[src/rtl/pmw_regs.vh]
// register offsets, field positions, reset values and timing counts for the power mode controller
`ifndef PMW_REGS_VH
`define PMW_REGS_VH
// register word indices; the bus byte address is four times the index
`define PMW_OFF_IRQ_FLAGS 8'hC8
`define PMW_OFF_IRQ_EN 8'hC9
`define PMW_OFF_OSC_MODE 8'hCA
`define PMW_OFF_GLOBAL 8'hDF
`define PMW_OFF_CPU_CTL 8'hE0
`define PMW_OFF_STATUS 8'hE4
// interrupt enable and request bit positions
`define PMW_BIT_PIN 0
`define PMW_BIT_WAKE 2
`define PMW_BIT_TIMER 4
`define PMW_BIT_USB 6
`define PMW_IRQ_MASK 8'h55
// oscillator mode register fields
`define PMW_BIT_HALT 1
`define PMW_BIT_SLOW 2
`define PMW_BIT_CPUM_LO 3
`define PMW_BIT_CPUM_HI 4
`define PMW_OSC_MASK 8'h1E
// cpu mode codes
`define PMW_CPUM_NORMAL 2'h0
`define PMW_CPUM_SLEEP 2'h1
`define PMW_CPUM_GREEN 2'h2
`define PMW_CPUM_RSVD 2'h3
// global enable and stack pointer
`define PMW_BIT_GIE 7
`define PMW_STACK_POINTER_REG_RESET 3'h7
`define PMW_VECTOR 16'h0008
`define PMW_RESET_VALUE 8'h00
// wakeup settle: 2048 high clock periods plus start-up, high clock 6 MHz
`define PMW_SETTLE_HCLK 2048
`define PMW_HCLK_HZ 6000000
`define PMW_SYS_HZ 100000000
`define PMW_STARTUP_NS 100000
`define PMW_SLOW_DIV 4
// axi responses
`define PMW_RESP_OKAY 2'h0
`define PMW_RESP_SLVERR 2'h2
`endif

[src/rtl/pmw_power_ctl.v]
// power mode, wakeup and interrupt front-end controller with an axi4-lite slave
`timescale 1ns/10ps
`include "pmw_regs.vh"
module pmw_power_ctl #(
	parameter SETTLE_CYCLES = ((`PMW_SETTLE_HCLK * 64'd100) + 64'd5) / 64'd6
		+ (`PMW_STARTUP_NS + 9) / 10
) (
	input wire aclk,
	input wire aresetn,
	input wire [9:0] s_axi_awaddr,
	input wire s_axi_awvalid,
	output reg s_axi_awready,
	input wire [31:0] s_axi_wdata,
	input wire [3:0] s_axi_wstrb,
	input wire s_axi_wvalid,
	output reg s_axi_wready,
	output reg [1:0] s_axi_bresp,
	output reg s_axi_bvalid,
	input wire s_axi_bready,
	input wire [9:0] s_axi_araddr,
	input wire s_axi_arvalid,
	output reg s_axi_arready,
	output reg [31:0] s_axi_rdata,
	output reg [1:0] s_axi_rresp,
	output reg s_axi_rvalid,
	input wire s_axi_rready,
	input wire port_wake_event,
	input wire external_pin_irq,
	input wire timer_overflow,
	input wire usb_bus_toggle,
	input wire usb_done,
	input wire irq_ack,
	input wire return_from_irq_instr,
	output reg cpu_run,
	output reg cpu_tick,
	output reg fast_osc_on,
	output reg slow_osc_on,
	output reg sys_clk_slow,
	output reg irq_take,
	output reg [15:0] irq_vector,
	output reg [2:0] stack_pointer_reg
);
	// sequencer states; settle sits between sleep and run
	localparam ST_RUN = 3'h0;
	localparam ST_SLEEP = 3'h1;
	localparam ST_GREEN = 3'h2;
	localparam ST_SETTLE = 3'h3;
	localparam ST_PRE = 3'h4;

	// software visible state, plus the internal settle counter
	reg [7:0] interrupt_enable_mask;
	reg [7:0] interrupt_request_flags;
	reg [7:0] oscillator_mode_reg;
	reg global_irq_enable;
	reg timer_wake_enable;
	reg in_service;
	reg [2:0] state;
	reg [31:0] settle_count;
	// write channel capture: index, data and strobes wait here until both halves arrive
	reg aw_held, w_held;
	reg [7:0] aw_addr;
	reg [31:0] w_data;
	reg [3:0] w_strb;
	wire slow_tick;
	// fields of the oscillator mode register
	wire [1:0] cpu_mode_select = oscillator_mode_reg[`PMW_BIT_CPUM_HI:`PMW_BIT_CPUM_LO];
	wire slow_clock_select = oscillator_mode_reg[`PMW_BIT_SLOW];
	wire high_osc_halt = oscillator_mode_reg[`PMW_BIT_HALT];
	// one strobe per writable register word; only the low byte lane carries data
	wire do_write = aw_held && w_held && !s_axi_bvalid;
	wire wr_flags = do_write && aw_addr == `PMW_OFF_IRQ_FLAGS && w_strb[0];
	wire wr_en = do_write && aw_addr == `PMW_OFF_IRQ_EN && w_strb[0];
	wire wr_osc = do_write && aw_addr == `PMW_OFF_OSC_MODE && w_strb[0];
	wire wr_glob = do_write && aw_addr == `PMW_OFF_GLOBAL && w_strb[0];
	wire wr_ctl = do_write && aw_addr == `PMW_OFF_CPU_CTL && w_strb[0];
	// every mapped word answers okay, even when its write is ignored
	wire addr_ok_w = aw_addr == `PMW_OFF_IRQ_FLAGS || aw_addr == `PMW_OFF_IRQ_EN
		|| aw_addr == `PMW_OFF_OSC_MODE || aw_addr == `PMW_OFF_GLOBAL
		|| aw_addr == `PMW_OFF_CPU_CTL || aw_addr == `PMW_OFF_STATUS;
	// a request counts only when flagged and enabled; the odd bit positions do not exist
	wire [7:0] pending = interrupt_request_flags & interrupt_enable_mask & `PMW_IRQ_MASK;
	// wake sources per mode; reserved code leaves sleep and green unreachable
	wire sleep_wake = port_wake_event || external_pin_irq || usb_bus_toggle;
	wire green_wake = port_wake_event || external_pin_irq || usb_bus_toggle
		|| (timer_wake_enable && timer_overflow);
	// interrupts are taken only while executing and outside a service routine
	wire executing = (state == ST_RUN);
	wire take = executing && global_irq_enable && !in_service && (pending != 8'h00);
	// next values of the flag register, the sequencer and the read word
	reg [7:0] next_flags;
	reg [2:0] next_state;
	reg [31:0] next_rdata;
	reg [1:0] next_rresp;

	// slow mode instruction rate comes from a divide-by-four enable
	pmw_divider #(
		.DIV(`PMW_SLOW_DIV)
	) u_div (
		.aclk(aclk),
		.aresetn(aresetn),
		.run(executing && slow_clock_select),
		.tick(slow_tick)
	);

	// request flags: hardware set wins over a software clear in the same cycle
	always @*
	begin
		next_flags = interrupt_request_flags;
		if (wr_flags)
			next_flags = w_data[7:0] & `PMW_IRQ_MASK;
		if (external_pin_irq)
			next_flags[`PMW_BIT_PIN] = 1'b1;
		if (port_wake_event)
			next_flags[`PMW_BIT_WAKE] = 1'b1;
		if (timer_overflow)
			next_flags[`PMW_BIT_TIMER] = 1'b1;
		if (usb_done)
			next_flags[`PMW_BIT_USB] = 1'b1;
	end

	// mode sequencer
	always @*
	begin
		next_state = state;
		case (state)
			ST_RUN:
				if (cpu_mode_select == `PMW_CPUM_SLEEP)
					next_state = ST_SLEEP;
				else if (cpu_mode_select == `PMW_CPUM_GREEN)
					next_state = ST_GREEN;
			ST_SLEEP:
				if (sleep_wake)
					next_state = ST_SETTLE;
			ST_SETTLE:
				if (settle_count >= SETTLE_CYCLES - 1)
					next_state = ST_RUN;
			ST_GREEN:
				if (green_wake)
					next_state = ST_RUN;
			default:
				next_state = ST_RUN;
		endcase
	end

	always @(posedge aclk)
	begin
		if (!aresetn)
		begin
			state <= ST_RUN;
			settle_count <= 32'h0;
			interrupt_request_flags <= `PMW_RESET_VALUE;
			interrupt_enable_mask <= `PMW_RESET_VALUE;
			oscillator_mode_reg <= `PMW_RESET_VALUE;
			global_irq_enable <= 1'b0;
			timer_wake_enable <= 1'b0;
			in_service <= 1'b0;
			stack_pointer_reg <= `PMW_STACK_POINTER_REG_RESET;
		end
		else
		begin
			state <= next_state;
			interrupt_request_flags <= next_flags;
			// settle counter runs only in the settle state and parks at zero elsewhere
			settle_count <= (state == ST_SETTLE) ? settle_count + 32'h1 : 32'h0;
			if (wr_en)
				interrupt_enable_mask <= w_data[7:0] & `PMW_IRQ_MASK;
			if (wr_ctl)
				timer_wake_enable <= w_data[0];
			// mode bits return to normal on wakeup; sleep always leaves slow mode
			if (state == ST_SETTLE && next_state == ST_RUN)
				oscillator_mode_reg <= oscillator_mode_reg
					& ~(8'h18 | (8'h01 << `PMW_BIT_SLOW));
			else if (state == ST_GREEN && next_state == ST_RUN)
				oscillator_mode_reg <= oscillator_mode_reg & ~8'h18;
			else if (wr_osc && executing)
				oscillator_mode_reg <= w_data[7:0] & `PMW_OSC_MASK;
			// global enable: hardware entry and exit win over a software write
			if (take)
			begin
				global_irq_enable <= 1'b0;
				in_service <= 1'b1;
				stack_pointer_reg <= stack_pointer_reg - 3'h1;
			end
			else if (in_service && return_from_irq_instr)
			begin
				global_irq_enable <= 1'b1;
				in_service <= 1'b0;
				stack_pointer_reg <= stack_pointer_reg + 3'h1;
			end
			else if (wr_glob)
			begin
				global_irq_enable <= w_data[`PMW_BIT_GIE];
				stack_pointer_reg <= w_data[2:0];
			end
		end
	end

	// cpu facing outputs, registered; irq_take holds until the core acknowledges
	always @(posedge aclk)
	begin
		if (!aresetn)
		begin
			cpu_run <= 1'b1;
			cpu_tick <= 1'b0;
			fast_osc_on <= 1'b1;
			slow_osc_on <= 1'b1;
			sys_clk_slow <= 1'b0;
			irq_take <= 1'b0;
			irq_vector <= 16'h0000;
		end
		else
		begin
			cpu_run <= (next_state == ST_RUN);
			cpu_tick <= (next_state == ST_RUN) && (!slow_clock_select || slow_tick);
			fast_osc_on <= !(next_state == ST_SLEEP) && !high_osc_halt;
			slow_osc_on <= !(next_state == ST_SLEEP);
			sys_clk_slow <= slow_clock_select;
			if (take)
			begin
				irq_take <= 1'b1;
				irq_vector <= `PMW_VECTOR;
			end
			else if (irq_ack)
				irq_take <= 1'b0;
		end
	end

	// axi write channels: address and data accepted in either order
	always @(posedge aclk)
	begin
		if (!aresetn)
		begin
			aw_held <= 1'b0;
			w_held <= 1'b0;
			aw_addr <= 8'h00;
			w_data <= 32'h0;
			w_strb <= 4'h0;
			s_axi_awready <= 1'b0;
			s_axi_wready <= 1'b0;
			s_axi_bvalid <= 1'b0;
			s_axi_bresp <= `PMW_RESP_OKAY;
		end
		else
		begin
			// ready stays low from each take until the response is accepted, so a second beat never slips in
			s_axi_awready <= !aw_held && !s_axi_awready && !s_axi_bvalid;
			s_axi_wready <= !w_held && !s_axi_wready && !s_axi_bvalid;
			if (s_axi_awvalid && s_axi_awready)
			begin
				aw_held <= 1'b1;
				aw_addr <= s_axi_awaddr[9:2]; // word index; the byte lane bits are ignored
				s_axi_awready <= 1'b0;
			end
			if (s_axi_wvalid && s_axi_wready)
			begin
				w_held <= 1'b1;
				w_data <= s_axi_wdata;
				w_strb <= s_axi_wstrb;
				s_axi_wready <= 1'b0;
			end
			if (do_write)
			begin
				aw_held <= 1'b0;
				w_held <= 1'b0;
				s_axi_bvalid <= 1'b1;
				s_axi_bresp <= addr_ok_w ? `PMW_RESP_OKAY : `PMW_RESP_SLVERR;
			end
			else if (s_axi_bvalid && s_axi_bready)
				s_axi_bvalid <= 1'b0;
		end
	end

	// read decode kept apart from the handshake; unmapped words read zero with slverr
	always @*
	begin
		next_rdata = 32'h0;
		next_rresp = `PMW_RESP_OKAY;
		case (s_axi_araddr[9:2])
			`PMW_OFF_IRQ_FLAGS: next_rdata = {24'h0, interrupt_request_flags};
			`PMW_OFF_IRQ_EN: next_rdata = {24'h0, interrupt_enable_mask};
			`PMW_OFF_OSC_MODE: next_rdata = {24'h0, oscillator_mode_reg};
			`PMW_OFF_GLOBAL: next_rdata = {24'h0, global_irq_enable, 4'h0,
				stack_pointer_reg};
			`PMW_OFF_CPU_CTL: next_rdata = {31'h0, timer_wake_enable};
			`PMW_OFF_STATUS: next_rdata = {28'h0, in_service, state};
			default:
				next_rresp = `PMW_RESP_SLVERR;
		endcase
	end

	// axi read channel: one read at a time, unmapped answers slverr with zero
	always @(posedge aclk)
	begin
		if (!aresetn)
		begin
			s_axi_arready <= 1'b0;
			s_axi_rvalid <= 1'b0;
			s_axi_rdata <= 32'h0;
			s_axi_rresp <= `PMW_RESP_OKAY;
		end
		else
		begin
			// ready pulses while idle; the decode is sampled at the address take
			s_axi_arready <= !s_axi_rvalid && !s_axi_arready;
			if (s_axi_arvalid && s_axi_arready)
			begin
				s_axi_arready <= 1'b0;
				s_axi_rvalid <= 1'b1;
				s_axi_rdata <= next_rdata;
				s_axi_rresp <= next_rresp;
			end
			else if (s_axi_rvalid && s_axi_rready)
				s_axi_rvalid <= 1'b0;
		end
	end
endmodule // pmw_power_ctl

[src/rtl/pmw_divider.v]
// divide-by-N enable generator for the slow instruction cycle
`timescale 1ns/10ps
module pmw_divider #(
	parameter DIV = 4
) (
	input wire aclk,
	input wire aresetn,
	input wire run,
	output reg tick
);
	reg [7:0] count;
	// one tick every DIV clocks while running, counter parked otherwise
	always @(posedge aclk)
	begin
		if (!aresetn || !run)
		begin
			count <= 8'h00;
			tick <= 1'b0;
		end
		else if (count == DIV[7:0] - 8'h01)
		begin
			count <= 8'h00;
			tick <= 1'b1;
		end
		else
		begin
			count <= count + 8'h01;
			tick <= 1'b0;
		end
	end
endmodule // pmw_divider

[config.mk]
export PLATFORM = sky130hd
export DESIGN_NAME = pmw_power_ctl
export DESIGN_NICKNAME = d
export VERILOG_FILES = /design/src/rtl/pmw_power_ctl.v /design/src/rtl/pmw_divider.v
export VERILOG_INCLUDE_DIRS = /design/src /design/src/rtl
export SDC_FILE = /design/constraint.sdc
export NUM_CORES = 1
export LEC_CHECK = 0
export BUFFER_PORTS_ARGS = -buffer_cell sky130_fd_sc_hd__buf_2
export CAP_MARGIN = 0
export CORE_ASPECT_RATIO = 0.7
export CORE_MARGIN = 1
export CORE_UTILIZATION = 53
export DETAILED_ROUTE_END_ITERATION = 16
export PLACE_DENSITY = 0.89
export SYNTH_ARGS = -nofsm -noshare
export SYNTH_HDL_FRONTEND = slang
export SYNTH_SLANG_ARGS = --single-unit
[constraint.sdc]
create_clock -name aclk -period 2.2 [get_ports aclk]
set_clock_uncertainty 0.05 [all_clocks]
set_input_delay 0.44 -clock aclk [delete_from_list [all_inputs] [get_ports aclk]]
set_output_delay 0.44 -clock aclk [all_outputs]
set_load 0.05 [all_outputs]
==> results of run 1 <==
==> how the worst max path moves through the flow <==
stage	to	slack [ps]	cells past startpoint
global placement	s_axi_rdata[2]	310	6
floorplan	stack_pointer_reg[1]	350	5
detailed placement	s_axi_rdata[1]	250	6
global route	settle_count[21]	110	5
finish	settle_count[17]	270	5
CTS	settle_count[21]	300	5
==> cells in the final DEF, fill, tap and decap left out, types with 9 or more instances in the layout <==
cell,n
nand3_1,44
xor2_1,24
nor3_1,13
a21oi_1,14
nand2_1,49
buf_2,61
dfxtp_1,101
conb_1,43
clkbuf_16,9
o21ai_0,13
a21boi_0,27
nor2b_1,10
nor2_1,50
inv_1,15
mux2i_1,13
==> logic make-up after synthesis <==
kind of cell	count (synthesis)	synth area share, %
xor gates and xnor gates	31	5.41
and+or+nand+nor	241	27.5
muxes	17	3.49
AOI/OAI and AO/OA	91	12.9
adders and majority gates	6	1.50
other	1	0.0748
buffers and inverters	75	8.80
DFF	101	40.3
==> worst reg2reg max path, cell delays in order, from the launching register on <==
cell and delay, ps:
dfxtp_1 470, nand4_2 250, nor4_2 570, nand3_1 200, xor2_1 220, nor2_1 60
==> metal layers <==
metal / vias up / global-route usage, %
met5: - / 0
met4: 0 / 10.7
met3: 29 / 5.84
met2: 163 / 40.5
met1: 1964 / 31.4
li1: 2006 / -
==> layout make-up <==
| class | count | area [um2] |
|---|---|---|
| clock buffer | 12 | 256 |
| clock inverter | 4 | 22.5 |
| fill | 735 | 3540 |
| inverter | 15 | 56.3 |
| multi-input combinational | 429 | 2710 |
| sequential | 101 | 2020 |
| tap | 124 | 155 |
| timing repair buffer | 66 | 343 |
==> power by group through the flow <==
stage / clock (mW) / sequential, mW / combinational [mW]
after floorplan: 0 / 1.98 / 0.321
after global placement: 0 / 1.94 / 0.371
after detailed placement: 0 / 1.95 / 0.379
after CTS: 1.52 / 1.91 / 0.381
after global routing: 1.60 / 1.91 / 0.408
final: 1.50 / 1.91 / 0.384
==> results.ini, run 1 <==
[sta]
period_share_pct = 87.9
grt_setup_unrepaired = no
holdWs_ps = 300
timing.slew.headroom_pct = 58.8
postLayoutSetupSlackWorst_ps = 266
tightestPinTransition_ps = 613
finalHoldViolations = 0
tns_ps = 0
setup_viol = 0
max_freq_ghz = 0.517
fin_crit_ps = 1930
finalMaxSlewViolations = 0

[global_routing]
grt_overflow = 0
grt_pass1_wl_mm = 19.3
grt_use_total_pct = 24.8
antenna_found_initial = 0
grt_max_degree = 39
grt_pass1_vias = 4094

[die]
die_y_um = 83.4
start_util_pct = 55.1
pin_count = 136
die_w_um = 118
core_um2 = 9110
row_count = 29
die_area_um2 = 9860

[critical_path]
startpoint = settle_count[3]
cp_top_family = simple AND/OR/NAND/NOR gates
worstPathRequired_ps = 2380
critical_path_buf_inv_count = 0
critPathLaunchType = register
slowest_stage = nor4_2
setup.worst_path.class = register to register
r2r_setup_slack_ps = 270
crit-reg2reg-launch = settle_count[3]
worstPathArrival_ps = 2120
crit_chain = nand4_2 -> nor4_2 -> nand3_1 -> xor2_1 -> nor2_1
rr_worst_depth = 5
setup.worst_path.end_class = register
max_stage_delay_ps = 570
r2r-end = settle_count[17]
critPathMaxFanout = 6

[cells_and_area]
final_area_um2 = 5570
final_util_pct = 61.1
top_register = settle_count
stdcell_count = 751
syn2layout_area_growth_pct = 11.0
drive_gt1_share_pct = 17.4
largestRegisters = settle_count x32, aw_addr x8, u_div.count x8
layout.nets = 698
largest_reg_flops = 32
antennaDiodeCount = 0

[detailed_routing]
via_per_inst = 5.54
drtPass1Iterations = 5
wl_met3_um = 790
remaining_drc_errors = 0
wirelength_mm = 11.6
ant_nets = 0
met1_length_mm = 5.06
drt_iter0_drc = 247
wl_per_cell_um = 15.5
wl_met2_mm = 5.51
highest_layer = met4
num_vias = 4162

[cts]
cts_resized = 0
numCtsBuffers = 9
clock_latency_ps = 350
cts_tree = done
cts_sinks = 101
cts_root_buf = clkbuf_16
clk_pin_slew_worst_paths_ps = 60
cts_hold_buf = 0
htreeDepth = 3
cts_buffer_depth = 2
cts_setup_buffers = 0

[power_and_ir_drop]
p_clk_share_pct = 39.6
p_comb_share_pct = 10.1
p_leak_nw = 2.22
switching_share_pct = 27.0
power_mw = 3.79
p_switching_mw = 1.02
pwr-share-seq_pct = 50.3
ir_drop_mv = 0.439
intPower_mw = 2.77
power_density_nw_per_um2 = 682

[yosys]
ys_ff_latch = 101
syn_area_per_cell_um2 = 8.91
synth_edf_count = 0
synthArstFlopShare_pct = 0
synth_cell_type_count = 68
yosys-top-cells-area = dfxtp_1, buf_4, nand3_1
synthTopCellsByCount = dfxtp_1, nor2_1, nand2_1
synth_most_common_cell = dfxtp_1
ys_seq_area_share_pct = 40.3
syn_area_um2 = 5020
yosys.area.top_type = dfxtp_1
syn_inst = 563
ys.flop_type = dfxtp_1
yosys.area.top_type_share_pct = 40.3
synth_warnings = 0

[run]
cap_violations = 0

[min_path]
whs_endpoint = aw_addr[4]
hold_start = s_axi_awaddr[6]
worstHoldPathCells = 3
hold_path_class = input pin to register

[place]
dp_slack_ps = 250
placed_cells = 735
post_dp_cell_area_um2 = 5290
routabilityCongestion = 0.925
hpwlAfterDp_mm = 8.61
port_buffers = 61

[status]
status = finished clean

Power figures use the tool's default switching activity.
==> run 2, diff against run 1 <==
--- a/constraint.sdc
+++ b/constraint.sdc
@@ -4,2 +4,2 @@
 set_output_delay 0.44 -clock aclk [all_outputs]
-set_load 0.05 [all_outputs]
+set_load 0.1 [all_outputs]
==> results.ini, run 2 (synthesis results as in run 1) <==
[status]
status = finished clean

[global_routing]
grt_use_total_pct = 24.0  ; -0.84 points
grt_pass1_wl_mm = 18.9  ; -2.2%
grt_overflow = 0  ; unchanged
grt_max_degree = 39  ; unchanged
antenna_found_initial = 0  ; unchanged
grt_pass1_vias = 4070  ; -0.59%

[die]
core_um2 = 9110  ; unchanged
pin_count = 136  ; unchanged
start_util_pct = 55.1  ; unchanged
row_count = 29  ; unchanged
die_area_um2 = 9860  ; unchanged
die_y_um = 83.4  ; unchanged
die_w_um = 118  ; unchanged

[sta]
grt_setup_unrepaired = no
finalHoldViolations = 0  ; unchanged
fin_crit_ps = 1990  ; +51.6 ps
period_share_pct = 90.3  ; +2.3 points
setup_viol = 0  ; unchanged
finalMaxSlewViolations = 0  ; unchanged
tightestPinTransition_ps = 643  ; +30.9 ps
timing.slew.headroom_pct = 56.8  ; -2.0 points
postLayoutSetupSlackWorst_ps = 214  ; -51.6 ps
max_freq_ghz = 0.504  ; -2.6%
tns_ps = 0  ; unchanged

[cells_and_area]
largest_reg_flops = 32  ; unchanged
top_register = settle_count
largestRegisters = settle_count x32, aw_addr x8, u_div.count x8
final_cell_mix = dfxtp_1, buf_2, nor2_1
drive_gt1_share_pct = 17.5  ; +0.13 points
syn2layout_area_growth_pct = 11.8
multi_input_area_um2 = 2710  ; unchanged
antennaDiodeCount = 0  ; unchanged
layout.nets = 699  ; +0.14%
final_util_pct = 61.6  ; +0.45 points
final_common_cell = dfxtp_1
filler_cell_count = 752  ; +2.3%
regArea_um2 = 2020  ; unchanged
stdcell_count = 752  ; +0.13%

[cts]
htreeDepth = 3  ; unchanged
cts_resized = 0  ; unchanged
clk_pin_slew_worst_paths_ps = 70  ; about the same
cts_hold_buf = 0  ; unchanged
numCtsBuffers = 9  ; unchanged
cts_sinks = 101  ; unchanged
cts_buffer_depth = 2  ; unchanged
cts_root_buf = clkbuf_16
cts_tree = done
clock_latency_ps = 350  ; about the same
cts_setup_buffers = 0  ; unchanged

[place]
routabilityCongestion = 0.922  ; -0.34%
placed_cells = 736  ; +0.14%
port_buffers = 61  ; unchanged
dp_slack_ps = 227  ; -22.6 ps
hpwlAfterDp_mm = 8.53  ; -0.93%

[detailed_routing]
num_vias = 4171  ; +0.22%
via_per_inst = 5.55  ; about the same
wirelength_mm = 11.4  ; -2.3%
drt_iter0_drc = 216  ; -13%
ant_nets = 0  ; unchanged
wl_per_cell_um = 15.1  ; -2.5%
drtPass1Iterations = 5  ; unchanged
remaining_drc_errors = 0  ; unchanged

[critical_path]
worstPathArrival_ps = 2170  ; +50 ps
critPathMaxFanout = 9  ; +3
r2r_setup_slack_ps = 210  ; -50 ps
setup.worst_path.class = register to register
worstPathRequired_ps = 2380  ; about the same
critPathLaunchType = register
setup.worst_path.end_class = register

[power_and_ir_drop]
p_leak_nw = 2.23  ; +0.84%
power_mw = 4.12  ; +8.5%
power_density_nw_per_um2 = 735  ; +7.7%
ir_drop_mv = 0.395  ; -10%

[min_path]
hold_path_class = input pin to register

[run]
cap_violations = 0  ; unchanged

==> run 2: path summary, 6_finish.rpt <==
kind	from	endpoint	cells past startpoint
worst min-delay path	s_axi_wdata[4]	w_data[4]	3
worst max-delay path	settle_count[0]	settle_count[18]	6
worst max register to register	settle_count[0]	settle_count[18]	6
worst min register to register	s_axi_rvalid	s_axi_arready	1
==> run 2: critical path, cell delays in order, from the launching register on <==
cell and delay (ps):
dfxtp_1 440, ha_1 220, nand3_1 150, nor4_4 520
nand4_1 240, xor2_1 190, nor2_1 50
==> run 2: per-layer routing <==
layer  part of all wire [%]  GRT usage, %
met1                     44          30.0
met2                     48          40.2
met3                    6.5          5.91
met4                    1.8          8.62
met5                      0             0
==> run 2: cell type report <==
class	instances	share of cell area [%]
Clock buffer	13	4.82
Clock inverter	3	0.759
Inverter	15	1.00
Multi-Input combinational cell	429	48.3
Sequential cell	101	36.1
Tap cell	124	2.77
Timing Repair Buffer	67	6.25
==> run 2: stage by stage <==
stage,hold WS [ps],cell area [um2]
2_1_floorplan,387,5170
3_3_place_gp,380,5290
3_5_place_dp,398,5290
4_1_cts,296,5610
5_1_grt,314,5610
6_report,301,5610
==> run 2: power breakdown <==
part / switching, mW / internal (mW) / total [mW]
sequential: 0.0375 / 1.86 / 1.90
clock: 0.649 / 0.973 / 1.62
combinational: 0.508 / 0.0858 / 0.594
total: 1.20 / 2.92 / 4.12
==> run 3, diff against run 2 <==
- CORE_UTILIZATION: 53 -> 57
- PLACE_DENSITY: 0.89 -> 0.94
- clock period: 2.2 -> 2.4 ns (I/O delays scaled with it)
==> results.ini, run 3 (synthesis results as in run 1) <==
[status]
status = finished clean

[cts]
cts_root_buf = clkbuf_16
cts_tree = done
cts_setup_buffers = 0  ; unchanged
cts_sinks = 101  ; unchanged
cts_hold_buf = 0  ; unchanged
numCtsBuffers = 9  ; unchanged
clock_latency_ps = 350  ; about the same
cts_buffer_depth = 2  ; unchanged
htreeDepth = 3  ; unchanged
clk_pin_slew_worst_paths_ps = 70  ; about the same
cts_resized = 0  ; unchanged

[global_routing]
met1_usage_pct = 33.0  ; +3.0 points
grt_use_total_pct = 26.9  ; +2.9 points
antenna_found_initial = 0  ; unchanged
grt_use_met3_pct = 6.64  ; +0.73 points
grt_max_degree = 41  ; +5.1%
grt_pass1_vias = 4086  ; +0.39%
grt_pass1_wl_mm = 19.3  ; +2.1%
grt_use_met2_pct = 45.9  ; +5.8 points
grt-busiest-layer = met2
grt_overflow = 0  ; unchanged

[die]
die_y_um = 80.5  ; -3.5%
core_um2 = 8480  ; -6.9%
row_count = 28  ; -3.4%
start_util_pct = 59.2  ; +4.1 points
die_w_um = 114  ; -3.5%
pin_count = 136  ; unchanged
die_area_um2 = 9190  ; -6.9%

[cells_and_area]
largest_reg_flops = 32  ; unchanged
filler_cell_count = 629  ; -16%
final_cell_mix = dfxtp_1, buf_2, nor2_1
final_common_cell = dfxtp_1
layout.nets = 696  ; -0.43%
syn2layout_area_growth_pct = 11.9
top_register = settle_count
antennaDiodeCount = 0  ; unchanged
largestRegisters = settle_count x32, aw_addr x8, u_div.count x8
drive_gt1_share_pct = 17.1  ; -0.40 points

[sta]
fin_crit_ps = 2120  ; +129 ps
finalHoldViolations = 0  ; unchanged
finalMaxSlewViolations = 0  ; unchanged
period_share_pct = 88.1  ; -2.1 points
grt_setup_unrepaired = no
holdWs_ps = 344  ; +43.3 ps
tightestPinTransition_ps = 601  ; -42.8 ps
timing.slew.headroom_pct = 59.6  ; +2.8 points
setup_viol = 0  ; unchanged
tns_ps = 0  ; unchanged
max_freq_ghz = 0.473  ; -6.1%

[detailed_routing]
wl_per_cell_um = 15.4  ; +1.8%
remaining_drc_errors = 0  ; unchanged
wirelength_mm = 11.4  ; +0.82%
ant_nets = 0  ; unchanged
drtPass1Iterations = 5  ; unchanged
num_vias = 4187  ; +0.38%
via_per_inst = 5.62  ; +1.3%
drt_iter0_drc = 266  ; +23%

[power_and_ir_drop]
ir_drop_mv = 0.578  ; +46%
power_mw = 3.96  ; -3.7%
power_density_nw_per_um2 = 706  ; -3.9%
p_leak_nw = 2.23  ; about the same

[critical_path]
critPathLaunchType = register
setup.worst_path.class = register to register
critPathMaxFanout = 9  ; unchanged
setup.worst_path.end_class = register
worstPathArrival_ps = 2290  ; +120 ps
worstPathRequired_ps = 2580  ; +200 ps

[min_path]
hold_path_class = input pin to register

[place]
port_buffers = 61  ; unchanged
hpwlAfterDp_mm = 8.21  ; -3.8%
routabilityCongestion = 0.897  ; -2.7%

[run]
cap_violations = 0  ; unchanged

-- run 3: cell types whose count changed in the layout (fill, tap and decap cells not counted), sizes merged --
cell	delta
buf	-3
clkbuf	-2
clkinv	-1
inv	+1
bufinv	+2
-- run 3: stage by stage --
step	setup slack, ps	instance area [um2]	std cells	util, %
final	285	5620	745	66.2
after global routing	79.0	5620	745	66.2
after CTS	292	5620	745	66.2
after detailed placement	355	5270	729	62.1
after global placement	470	5270	729	62.1
after floorplan	239	5170	605	-
-- run 3: worst paths after layout --
kind / from / to / slack, ps / depth (start not counted)
setup / recovery: settle_count[0] / settle_count[28] / 280 / 6
hold / removal: s_axi_awaddr[6] / aw_addr[4] / 340 / 3
setup reg to reg: settle_count[0] / settle_count[28] / 280 / 6
hold reg to reg: s_axi_rvalid / s_axi_arready / 410 / 1
-- run 3: power breakdown --
| part | switching, mW | internal [mW] | total [mW] |
|---|---|---|---|
| combinational | 0.461 | 0.0763 | 0.538 |
| sequential | 0.0382 | 1.71 | 1.75 |
| clock | 0.628 | 1.05 | 1.68 |
| total | 1.13 | 2.84 | 3.96 |
-- run 3: final cells by class --
cell class | instances | area (um2) | area share [%]
multi-input cells | 429 | 2710 | 48.3
clock buffers | 11 | 243 | 4.32
repair buffers | 64 | 328 | 5.84
inverters | 15 | 56.3 | 1.00
clock inverters | 5 | 106 | 1.89
well taps | 120 | 150 | 2.67
flip-flops and latches | 101 | 2020 | 36.0
-- run 3: metal layers --
metal	routed length [um]	part of all wire, %
met1	4980	44
met2	5500	48
met3	777	6.8
met4	187	1.6
met5	0	0
-- run 3: worst max-delay path: stages, from the launching register on --
cell	delay [ps]
dfxtp_1	450
ha_1	230
nand3_1	260
nor4_4	530
nand3_1	230
xor2_1	180
nor2_1	50
